===== src/include/tlr_consts.vh =====
// Constants for the thermal limit register bank
`ifndef TLR_CONSTS_VH
`define TLR_CONSTS_VH

`define TLR_ADDR_W           8
`define TLR_DATA_W           8
`define TLR_NUM_REGS         8
`define TLR_ADDR_FIRST       8'h1C
`define TLR_ADDR_HIGH_LSB    8'h1C
`define TLR_ADDR_HIGH_MSB    8'h1D
`define TLR_ADDR_LOW_LSB     8'h1E
`define TLR_ADDR_LOW_MSB     8'h1F
`define TLR_ADDR_CHIGH_LSB   8'h20
`define TLR_ADDR_CHIGH_MSB   8'h21
`define TLR_ADDR_CLOW_LSB    8'h22
`define TLR_ADDR_CLOW_MSB    8'h23
`define TLR_RST_HIGH_LSB     8'h70
`define TLR_RST_HIGH_MSB     8'h03
`define TLR_RST_LOW_LSB      8'h00
`define TLR_RST_LOW_MSB      8'h00
`define TLR_RST_CHIGH_LSB    8'h50
`define TLR_RST_CHIGH_MSB    8'h05
`define TLR_RST_CLOW_LSB     8'h00
`define TLR_RST_CLOW_MSB     8'h00
`define TLR_RSVD_MASK        8'h00
`define TLR_DEV_TYPE_THERMAL 8'h18

`endif


===== src/hw/tlr_byte_reg.v =====
// One read/write byte register with reserved-bit masking
`timescale 1ns/1ps
`default_nettype none
module tlr_byte_reg #(
	parameter [7:0] RST_VAL   = 8'h00,
	parameter [7:0] RSVD_MASK = 8'h00
) (
	input  wire       mclk_i,
	input  wire       resetn_i,
	input  wire       wr_en_i,
	input  wire [7:0] wdata_i,
	output reg  [7:0] q_o
);
	always @(posedge mclk_i or negedge resetn_i) begin
		if (!resetn_i) begin
			q_o <= RST_VAL;
		end else if (wr_en_i) begin
			q_o <= wdata_i & ~RSVD_MASK;
		end
	end
endmodule
`default_nettype wire


===== src/hw/tlr_regs.v =====
// Thermal limit register bank
`timescale 1ns/1ps
`default_nettype none
`include "tlr_consts.vh"
module tlr_regs (
	input  wire        mclk_i,
	input  wire        resetn_i,
	input  wire [7:0]  dev_type_cfg_i,
	input  wire [7:0]  reg_addr_i,
	input  wire        reg_wr_i,
	input  wire [7:0]  reg_wdata_i,
	input  wire        reg_rd_i,
	output reg  [7:0]  reg_rdata_o,
	output reg         reg_rvalid_o,
	output reg         limits_active_o,
	output wire [15:0] high_limit_o,
	output wire [15:0] low_limit_o,
	output wire [15:0] crit_high_limit_o,
	output wire [15:0] crit_low_limit_o
);
	// Address decode
	wire       active;
	wire       wr_ok;
	wire       sel_high_lsb;
	wire       sel_high_msb;
	wire       sel_low_lsb;
	wire       sel_low_msb;
	wire       sel_chigh_lsb;
	wire       sel_chigh_msb;
	wire       sel_clow_lsb;
	wire       sel_clow_msb;

	// Per-byte write enables
	wire       we_high_lsb;
	wire       we_high_msb;
	wire       we_low_lsb;
	wire       we_low_msb;
	wire       we_chigh_lsb;
	wire       we_chigh_msb;
	wire       we_clow_lsb;
	wire       we_clow_msb;

	// Stored threshold bytes
	wire [7:0] high_lsb_q;
	wire [7:0] high_msb_q;
	wire [7:0] low_lsb_q;
	wire [7:0] low_msb_q;
	wire [7:0] chigh_lsb_q;
	wire [7:0] chigh_msb_q;
	wire [7:0] clow_lsb_q;
	wire [7:0] clow_msb_q;

	// Next values of the port registers
	reg  [7:0] rdata_next;
	reg        rvalid_next;
	reg        active_next;

	assign active        = (dev_type_cfg_i == `TLR_DEV_TYPE_THERMAL);
	assign wr_ok         = reg_wr_i & active;
	assign sel_high_lsb  = (reg_addr_i == `TLR_ADDR_HIGH_LSB);
	assign sel_high_msb  = (reg_addr_i == `TLR_ADDR_HIGH_MSB);
	assign sel_low_lsb   = (reg_addr_i == `TLR_ADDR_LOW_LSB);
	assign sel_low_msb   = (reg_addr_i == `TLR_ADDR_LOW_MSB);
	assign sel_chigh_lsb = (reg_addr_i == `TLR_ADDR_CHIGH_LSB);
	assign sel_chigh_msb = (reg_addr_i == `TLR_ADDR_CHIGH_MSB);
	assign sel_clow_lsb  = (reg_addr_i == `TLR_ADDR_CLOW_LSB);
	assign sel_clow_msb  = (reg_addr_i == `TLR_ADDR_CLOW_MSB);

	assign we_high_lsb   = wr_ok & sel_high_lsb;
	assign we_high_msb   = wr_ok & sel_high_msb;
	assign we_low_lsb    = wr_ok & sel_low_lsb;
	assign we_low_msb    = wr_ok & sel_low_msb;
	assign we_chigh_lsb  = wr_ok & sel_chigh_lsb;
	assign we_chigh_msb  = wr_ok & sel_chigh_msb;
	assign we_clow_lsb   = wr_ok & sel_clow_lsb;
	assign we_clow_msb   = wr_ok & sel_clow_msb;

	tlr_byte_reg #(
		.RST_VAL   (`TLR_RST_HIGH_LSB),
		.RSVD_MASK (`TLR_RSVD_MASK)
	) u_high_lsb (
		.mclk_i   (mclk_i),
		.resetn_i (resetn_i),
		.wr_en_i  (we_high_lsb),
		.wdata_i  (reg_wdata_i),
		.q_o      (high_lsb_q)
	);

	tlr_byte_reg #(
		.RST_VAL   (`TLR_RST_HIGH_MSB),
		.RSVD_MASK (`TLR_RSVD_MASK)
	) u_high_msb (
		.mclk_i   (mclk_i),
		.resetn_i (resetn_i),
		.wr_en_i  (we_high_msb),
		.wdata_i  (reg_wdata_i),
		.q_o      (high_msb_q)
	);

	tlr_byte_reg #(
		.RST_VAL   (`TLR_RST_LOW_LSB),
		.RSVD_MASK (`TLR_RSVD_MASK)
	) u_low_lsb (
		.mclk_i   (mclk_i),
		.resetn_i (resetn_i),
		.wr_en_i  (we_low_lsb),
		.wdata_i  (reg_wdata_i),
		.q_o      (low_lsb_q)
	);

	tlr_byte_reg #(
		.RST_VAL   (`TLR_RST_LOW_MSB),
		.RSVD_MASK (`TLR_RSVD_MASK)
	) u_low_msb (
		.mclk_i   (mclk_i),
		.resetn_i (resetn_i),
		.wr_en_i  (we_low_msb),
		.wdata_i  (reg_wdata_i),
		.q_o      (low_msb_q)
	);

	tlr_byte_reg #(
		.RST_VAL   (`TLR_RST_CHIGH_LSB),
		.RSVD_MASK (`TLR_RSVD_MASK)
	) u_chigh_lsb (
		.mclk_i   (mclk_i),
		.resetn_i (resetn_i),
		.wr_en_i  (we_chigh_lsb),
		.wdata_i  (reg_wdata_i),
		.q_o      (chigh_lsb_q)
	);

	tlr_byte_reg #(
		.RST_VAL   (`TLR_RST_CHIGH_MSB),
		.RSVD_MASK (`TLR_RSVD_MASK)
	) u_chigh_msb (
		.mclk_i   (mclk_i),
		.resetn_i (resetn_i),
		.wr_en_i  (we_chigh_msb),
		.wdata_i  (reg_wdata_i),
		.q_o      (chigh_msb_q)
	);

	tlr_byte_reg #(
		.RST_VAL   (`TLR_RST_CLOW_LSB),
		.RSVD_MASK (`TLR_RSVD_MASK)
	) u_clow_lsb (
		.mclk_i   (mclk_i),
		.resetn_i (resetn_i),
		.wr_en_i  (we_clow_lsb),
		.wdata_i  (reg_wdata_i),
		.q_o      (clow_lsb_q)
	);

	tlr_byte_reg #(
		.RST_VAL   (`TLR_RST_CLOW_MSB),
		.RSVD_MASK (`TLR_RSVD_MASK)
	) u_clow_msb (
		.mclk_i   (mclk_i),
		.resetn_i (resetn_i),
		.wr_en_i  (we_clow_msb),
		.wdata_i  (reg_wdata_i),
		.q_o      (clow_msb_q)
	);

	// Byte pairs form the 16-bit limits
	assign high_limit_o      = {high_msb_q, high_lsb_q};
	assign low_limit_o       = {low_msb_q, low_lsb_q};
	assign crit_high_limit_o = {chigh_msb_q, chigh_lsb_q};
	assign crit_low_limit_o  = {clow_msb_q, clow_lsb_q};

	// Read data select, zero when not applicable
	always @* begin
		rdata_next = 8'h00;
		if (active) begin
			case (reg_addr_i)
				`TLR_ADDR_HIGH_LSB: begin
					rdata_next = high_lsb_q & ~`TLR_RSVD_MASK;
				end
				`TLR_ADDR_HIGH_MSB: begin
					rdata_next = high_msb_q & ~`TLR_RSVD_MASK;
				end
				`TLR_ADDR_LOW_LSB: begin
					rdata_next = low_lsb_q & ~`TLR_RSVD_MASK;
				end
				`TLR_ADDR_LOW_MSB: begin
					rdata_next = low_msb_q & ~`TLR_RSVD_MASK;
				end
				`TLR_ADDR_CHIGH_LSB: begin
					rdata_next = chigh_lsb_q & ~`TLR_RSVD_MASK;
				end
				`TLR_ADDR_CHIGH_MSB: begin
					rdata_next = chigh_msb_q & ~`TLR_RSVD_MASK;
				end
				`TLR_ADDR_CLOW_LSB: begin
					rdata_next = clow_lsb_q & ~`TLR_RSVD_MASK;
				end
				`TLR_ADDR_CLOW_MSB: begin
					rdata_next = clow_msb_q & ~`TLR_RSVD_MASK;
				end
				default: begin
					rdata_next = 8'h00;
				end
			endcase
		end
	end

	// Read strobe and applicability flag
	always @* begin
		rvalid_next = reg_rd_i;
		active_next = active;
	end

	// Read data holds until the next read
	always @(posedge mclk_i or negedge resetn_i) begin
		if (!resetn_i) begin
			reg_rdata_o <= 8'h00;
		end else if (reg_rd_i) begin
			reg_rdata_o <= rdata_next;
		end
	end

	// Read valid pulse and applicability output
	always @(posedge mclk_i or negedge resetn_i) begin
		if (!resetn_i) begin
			reg_rvalid_o    <= 1'b0;
			limits_active_o <= 1'b0;
		end else begin
			reg_rvalid_o    <= rvalid_next;
			limits_active_o <= active_next;
		end
	end
endmodule
`default_nettype wire


===== config.mk =====
export PLATFORM = sky130hd
export DESIGN_NAME = tlr_regs
export DESIGN_NICKNAME = d
export VERILOG_FILES = /design/src/hw/tlr_byte_reg.v /design/src/hw/tlr_regs.v
export VERILOG_INCLUDE_DIRS = /design/src /design/src/include
export SDC_FILE = /design/constraint.sdc
export NUM_CORES = 1
export LEC_CHECK = 0
export BUFFER_PORTS_ARGS = -buffer_cell sky130_fd_sc_hd__buf_2
export CAP_MARGIN = 5
export CORE_MARGIN = 10
export CORE_UTILIZATION = 40
export CTS_BUF_LIST = sky130_fd_sc_hd__clkbuf_16
export CTS_CLUSTER_DIAMETER = 50
export CTS_CLUSTER_SIZE = 8
export DETAILED_ROUTE_END_ITERATION = 10
export PLACE_DENSITY = 0.72
export SYNTH_ARGS = -nofsm -noshare
export SYNTH_HDL_FRONTEND = slang
export SYNTH_SLANG_ARGS = --single-unit

===== constraint.sdc =====
create_clock -name mclk_i -period 1.6 [get_ports mclk_i]
set_input_delay 0.24 -clock mclk_i [delete_from_list [all_inputs] [get_ports mclk_i]]
set_output_delay 0.24 -clock mclk_i [all_outputs]
set_load 0.01 [all_outputs]

==> flow_results.xml <==
<?xml version="1.0" encoding="UTF-8"?>
<metrics>
  <group name="run_status">
    <metric name="outcome" unit="">finished, violations left</metric>
    <metric name="failing_checks" unit="">negative setup slack</metric>
  </group>
  <group name="global_routing">
    <metric name="grt_pass1_wl" unit="microns">15700</metric>
    <metric name="largest_net_degree_at_the_start_of_global_routing" unit="">32</metric>
    <metric name="gr-total-overflow" unit="">0</metric>
    <metric name="grt_usage" unit="%">16.1</metric>
    <metric name="grt_pass1_vias" unit="">2749</metric>
    <metric name="grt_antenna_before_repair" unit="">0</metric>
  </group>
  <group name="synthesis">
    <metric name="count_of_state_elements_after_synthesis" unit="">74</metric>
    <metric name="syn_avg_cell_area" unit="sq um">15.3</metric>
    <metric name="synthTopCellsByCount" unit="">sky130_fd_sc_hd__dfrtp_1 (65), sky130_fd_sc_hd__mux2_2 (64), sky130_fd_sc_hd__mux4_2 (14), sky130_fd_sc_hd__dfstp_2 (9), sky130_fd_sc_hd__o22ai_1 (9)</metric>
    <metric name="synth-seq-area-share" unit="%">56.2</metric>
    <metric name="synth-xor-area-share" unit="%">0</metric>
    <metric name="post_synth_and_or_nand_nor_area_fraction" unit="%">5.85</metric>
    <metric name="synthMostInstantiatedCell" unit="">sky130_fd_sc_hd__dfrtp_1</metric>
    <metric name="synth_top_area_share" unit="%">49.1</metric>
    <metric name="instance_count_of_the_mapped_netlist" unit="">217</metric>
    <metric name="post_synth_instance_area" unit="sq mm">0.00331</metric>
    <metric name="synthMuxAreaShare" unit="%">32.5</metric>
    <metric name="post-synth-top-area-cell" unit="">sky130_fd_sc_hd__dfrtp_1</metric>
    <metric name="synth_top_cells_by_area" unit="">sky130_fd_sc_hd__dfrtp_1 (49%), sky130_fd_sc_hd__mux2_2 (22%), sky130_fd_sc_hd__mux4_2 (9.5%)</metric>
    <metric name="yosysWarningCount" unit="">0</metric>
    <metric name="mappedNetlistNets" unit="">245</metric>
    <metric name="synth_top_flop_cell" unit="">sky130_fd_sc_hd__dfrtp_1</metric>
    <metric name="number_of_different_library_cells_in_the_post_synthesis_netlist" unit="">30</metric>
    <metric name="async_reset_ff_share" unit="%">100</metric>
    <metric name="number_of_flops_mapped_to_enable_cells_by_yosys" unit="">0</metric>
    <metric name="synth_fa_ha_area_share" unit="%">0</metric>
    <metric name="largest_family_of_logic_cells_by_synthesized_area" unit="">multiplexers</metric>
    <metric name="synth_compound_area_share" unit="%">3.70</metric>
  </group>
  <group name="min_path">
    <metric name="holdCritPathClass" unit="">input port to flip-flop</metric>
    <metric name="hold_depth" unit="">3</metric>
    <metric name="worst_hold_path.endpoint" unit="">limits_active_o$_DFF_PN0_</metric>
    <metric name="launch_point_of_the_worst_hold_path" unit="">dev_type_cfg_i[0]</metric>
  </group>
  <group name="setup_path">
    <metric name="worst_ep_required_time" unit="ns">1.82</metric>
    <metric name="type_of_element_capturing_the_critical_path" unit="">flip-flop</metric>
    <metric name="path_max_fanout" unit="">8</metric>
    <metric name="timing.reg2reg.worst_path_depth" unit="">3</metric>
    <metric name="startpoint_type" unit="">input port</metric>
    <metric name="worst_reg_to_reg_setup_slack" unit="ns">0.28</metric>
    <metric name="worst_ep_arrival_time" unit="ns">2.08</metric>
    <metric name="timing.rr.start" unit="">u_low_msb.q_o[3]$_DFFE_PN0P_</metric>
    <metric name="worstReg2RegEnd" unit="">reg_rdata_o[3]$_DFFE_PN0P_</metric>
    <metric name="worst-setup-path-type" unit="">input port to flip-flop</metric>
  </group>
  <group name="cells_and_area">
    <metric name="layout-area-overhead-vs-synth" unit="%">39.8</metric>
    <metric name="final_layout_size_suffix_gt1_share" unit="%">69.6</metric>
    <metric name="antenna_fix_cells" unit="">0</metric>
    <metric name="final_nets" unit="">381</metric>
    <metric name="utilization" unit="%">56.9</metric>
    <metric name="fillCellCount" unit="">671</metric>
  </group>
  <group name="route">
    <metric name="met3_length" unit="microns">682</metric>
    <metric name="met2_wl_post_dr" unit="microns">5180</metric>
    <metric name="vias" unit="">2484</metric>
    <metric name="wl" unit="microns">10100</metric>
    <metric name="highest-signal-layer" unit="">met4</metric>
    <metric name="average_wire_length_per_cell_after_detail_routing" unit="microns">21.9</metric>
    <metric name="detail_route.iter0.violations" unit="">84</metric>
    <metric name="route.antenna.remaining_nets" unit="">0</metric>
    <metric name="detail_route.vias_per_cell" unit="">5.37</metric>
    <metric name="wire_length_on_met1" unit="microns">4120</metric>
    <metric name="dr.pass1.iters" unit="">4</metric>
    <metric name="drt_drc_violations_left" unit="">0</metric>
  </group>
  <group name="placement">
    <metric name="place_congestion" unit="">0.820</metric>
    <metric name="buffer_ports.inserted" unit="">101</metric>
    <metric name="post_dp_hpwl" unit="microns">7480</metric>
  </group>
  <group name="clock_tree">
    <metric name="clkSlewWorstSetupHoldPaths" unit="ns">0.06</metric>
    <metric name="cts_max_path_buffers" unit="">2</metric>
    <metric name="cts_made_buffers" unit="">9</metric>
    <metric name="cts_htree_levels" unit="">3</metric>
    <metric name="worst_skew_pair.late_latency" unit="ns">0.34</metric>
    <metric name="cts.root.buffer_cell" unit="">sky130_fd_sc_hd__clkbuf_16</metric>
    <metric name="clkSinkCount" unit="">74</metric>
    <metric name="cts_tree" unit="">built</metric>
  </group>
  <group name="sta">
    <metric name="rsz_0062_raised_after_global_routing" unit="">yes</metric>
    <metric name="timing.slew.headroom" unit="%">71.3</metric>
    <metric name="finalHoldViolCount" unit="">0</metric>
    <metric name="tmin_final" unit="ns">1.86</metric>
    <metric name="setup_total_negative_slack" unit="ns">-3.46</metric>
    <metric name="final_min_period_over_clock_period" unit="%">116</metric>
    <metric name="timing.fmax" unit="GHz">0.537</metric>
    <metric name="clock-skew-final" unit="ns">0.00636</metric>
    <metric name="finalMaxSlewViolations" unit="">0</metric>
    <metric name="worst_slack" unit="ns">-0.262</metric>
    <metric name="worst_pin_slew" unit="ns">0.425</metric>
    <metric name="finalSetupViolCount" unit="">16</metric>
  </group>
  <group name="power_and_ir_drop">
    <metric name="power_density" unit="mW/mm^2">845</metric>
    <metric name="max-vdd-ir-drop" unit="uV">678</metric>
    <metric name="power_leakage" unit="nW">2.41</metric>
  </group>
  <group name="floorplan">
    <metric name="core.rowCount" unit="">33</metric>
    <metric name="start_util" unit="%">40.7</metric>
    <metric name="area_of_the_core" unit="sq mm">0.00813</metric>
    <metric name="floorplan.die_area" unit="sq mm">0.0123</metric>
    <metric name="num_io_pins" unit="">102</metric>
    <metric name="die_width" unit="microns">111</metric>
    <metric name="die-height" unit="microns">111</metric>
  </group>
  <group name="job">
    <metric name="max_cap_violations" unit="">0</metric>
  </group>
</metrics>
==> state kept, by name, indices dropped and copies added (netlist names) <==
| signal | flops |
|---|---|
| u_high_msb.q_o | 8 |
| u_chigh_msb.q_o | 8 |
| u_high_lsb.q_o | 8 |
| limits_active_o | 1 |
| u_low_lsb.q_o | 8 |
| reg_rvalid_o | 1 |
| u_clow_lsb.q_o | 8 |
| u_low_msb.q_o | 8 |
| u_clow_msb.q_o | 8 |
| reg_rdata_o | 8 |
| u_chigh_lsb.q_o | 8 |
==> critical path: stages <==
cell	delay, ns
sky130_fd_sc_hd__buf_6	0.09
sky130_fd_sc_hd__or4b_4	0.53
sky130_fd_sc_hd__or4b_4	0.53
sky130_fd_sc_hd__nor4_4	0.17
sky130_fd_sc_hd__buf_6	0.19
sky130_fd_sc_hd__mux2_2	0.34
==> timing repair <==
| item | 4_1_cts | 5_1_grt |
|---|---|---|
| gates resized for setup | 6 | 9 |
| endpoints found under the setup margin | 32 | 43 |
| hold endpoints to repair | 25 | 0 |
| buffers inserted | 0 | 1 |
| pin swaps | 0 | 2 |
| hold buffers | 1 | 0 |
==> where the power goes <==
group / total [mW] / internal [mW] / leakage, nW / switching [mW]
logic: 0.214 / 0.0864 / 1.29 / 0.128
registers: 1.88 / 1.87 / 0.999 / 0.000768
clock network: 1.82 / 1.04 / 0.125 / 0.781
==> layout by cell type (no fill, tap or decap), types with 5 or more instances in the layout <==
master                      Yosys  final
sky130_fd_sc_hd__inv_1          8      9
sky130_fd_sc_hd__dfstp_2        9      9
sky130_fd_sc_hd__mux2_4         0     10
sky130_fd_sc_hd__a22oi_1        7      7
sky130_fd_sc_hd__mux4_2        14     14
sky130_fd_sc_hd__dfrtp_1       65     65
sky130_fd_sc_hd__clkbuf_16      0      9
sky130_fd_sc_hd__o22ai_1        9      9
sky130_fd_sc_hd__mux2_2        64     54
sky130_fd_sc_hd__buf_6          0      5
sky130_fd_sc_hd__buf_4          0     24
sky130_fd_sc_hd__buf_2          1     98
==> final cells by class <==
| cell class | instances | area, sq um | share of cell area, % |
|---|---|---|---|
| multi-input cells | 128 | 1520 | 32.8 |
| clock inverters | 7 | 47.5 | 1.03 |
| well taps | 105 | 131 | 2.84 |
| inverters | 8 | 30.0 | 0.648 |
| clock buffers | 9 | 225 | 4.86 |
| flip-flops and latches | 74 | 1860 | 40.2 |
| repair buffers | 132 | 817 | 17.6 |
==> worst max path at each step <==
stage / slack (ns) / cells after the start / end / startpoint
final: -0.26 / 6 / u_chigh_msb.q_o[5]$_DFFE_PN0P_ / reg_addr_i[3]
after global routing: -0.30 / 6 / u_chigh_msb.q_o[6]$_DFFE_PN0P_ / reg_addr_i[3]
after CTS: -0.25 / 6 / u_chigh_msb.q_o[4]$_DFFE_PN0P_ / reg_addr_i[3]
after detailed placement: -0.66 / 6 / u_chigh_msb.q_o[1]$_DFFE_PN0P_ / reg_addr_i[3]
after global placement: -0.62 / 6 / u_chigh_msb.q_o[1]$_DFFE_PN0P_ / reg_addr_i[3]
after floorplan: -0.64 / 5 / u_chigh_msb.q_o[1]$_DFFE_PN0P_ / reg_addr_i[3]
==> layer usage <==
layer	GRT usage, %	vias up
li1	-	1111
met1	19.1	1277
met2	26.7	84
met3	5.95	12
met4	4.97	0
met5	0	-
==> stage by stage <==
stage / instance area (sq um) / hold slack [ns] / setup slack [ns] / power, mW / cells
after detailed placement: 4260 / 0.199 / -0.656 / 2.11 / 445
after CTS: 4570 / 0.153 / -0.255 / 3.93 / 462
after global placement: 4260 / 0.195 / -0.617 / 2.11 / 445
final: 4630 / 0.171 / -0.262 / 3.91 / 463
after floorplan: 3400 / -0.0556 / -0.641 / 1.97 / 217
after global routing: 4630 / 0.169 / -0.298 / 4.03 / 463
==> kinds of logic (layout without fill, tap and decap cells) <==
group	Yosys count	in the layout
simple gates	28	28
mux	82	82
flops	74	74
buf+inv	15	156
compound gates	18	18
Note: power is estimated with default switching activity, not from simulation.
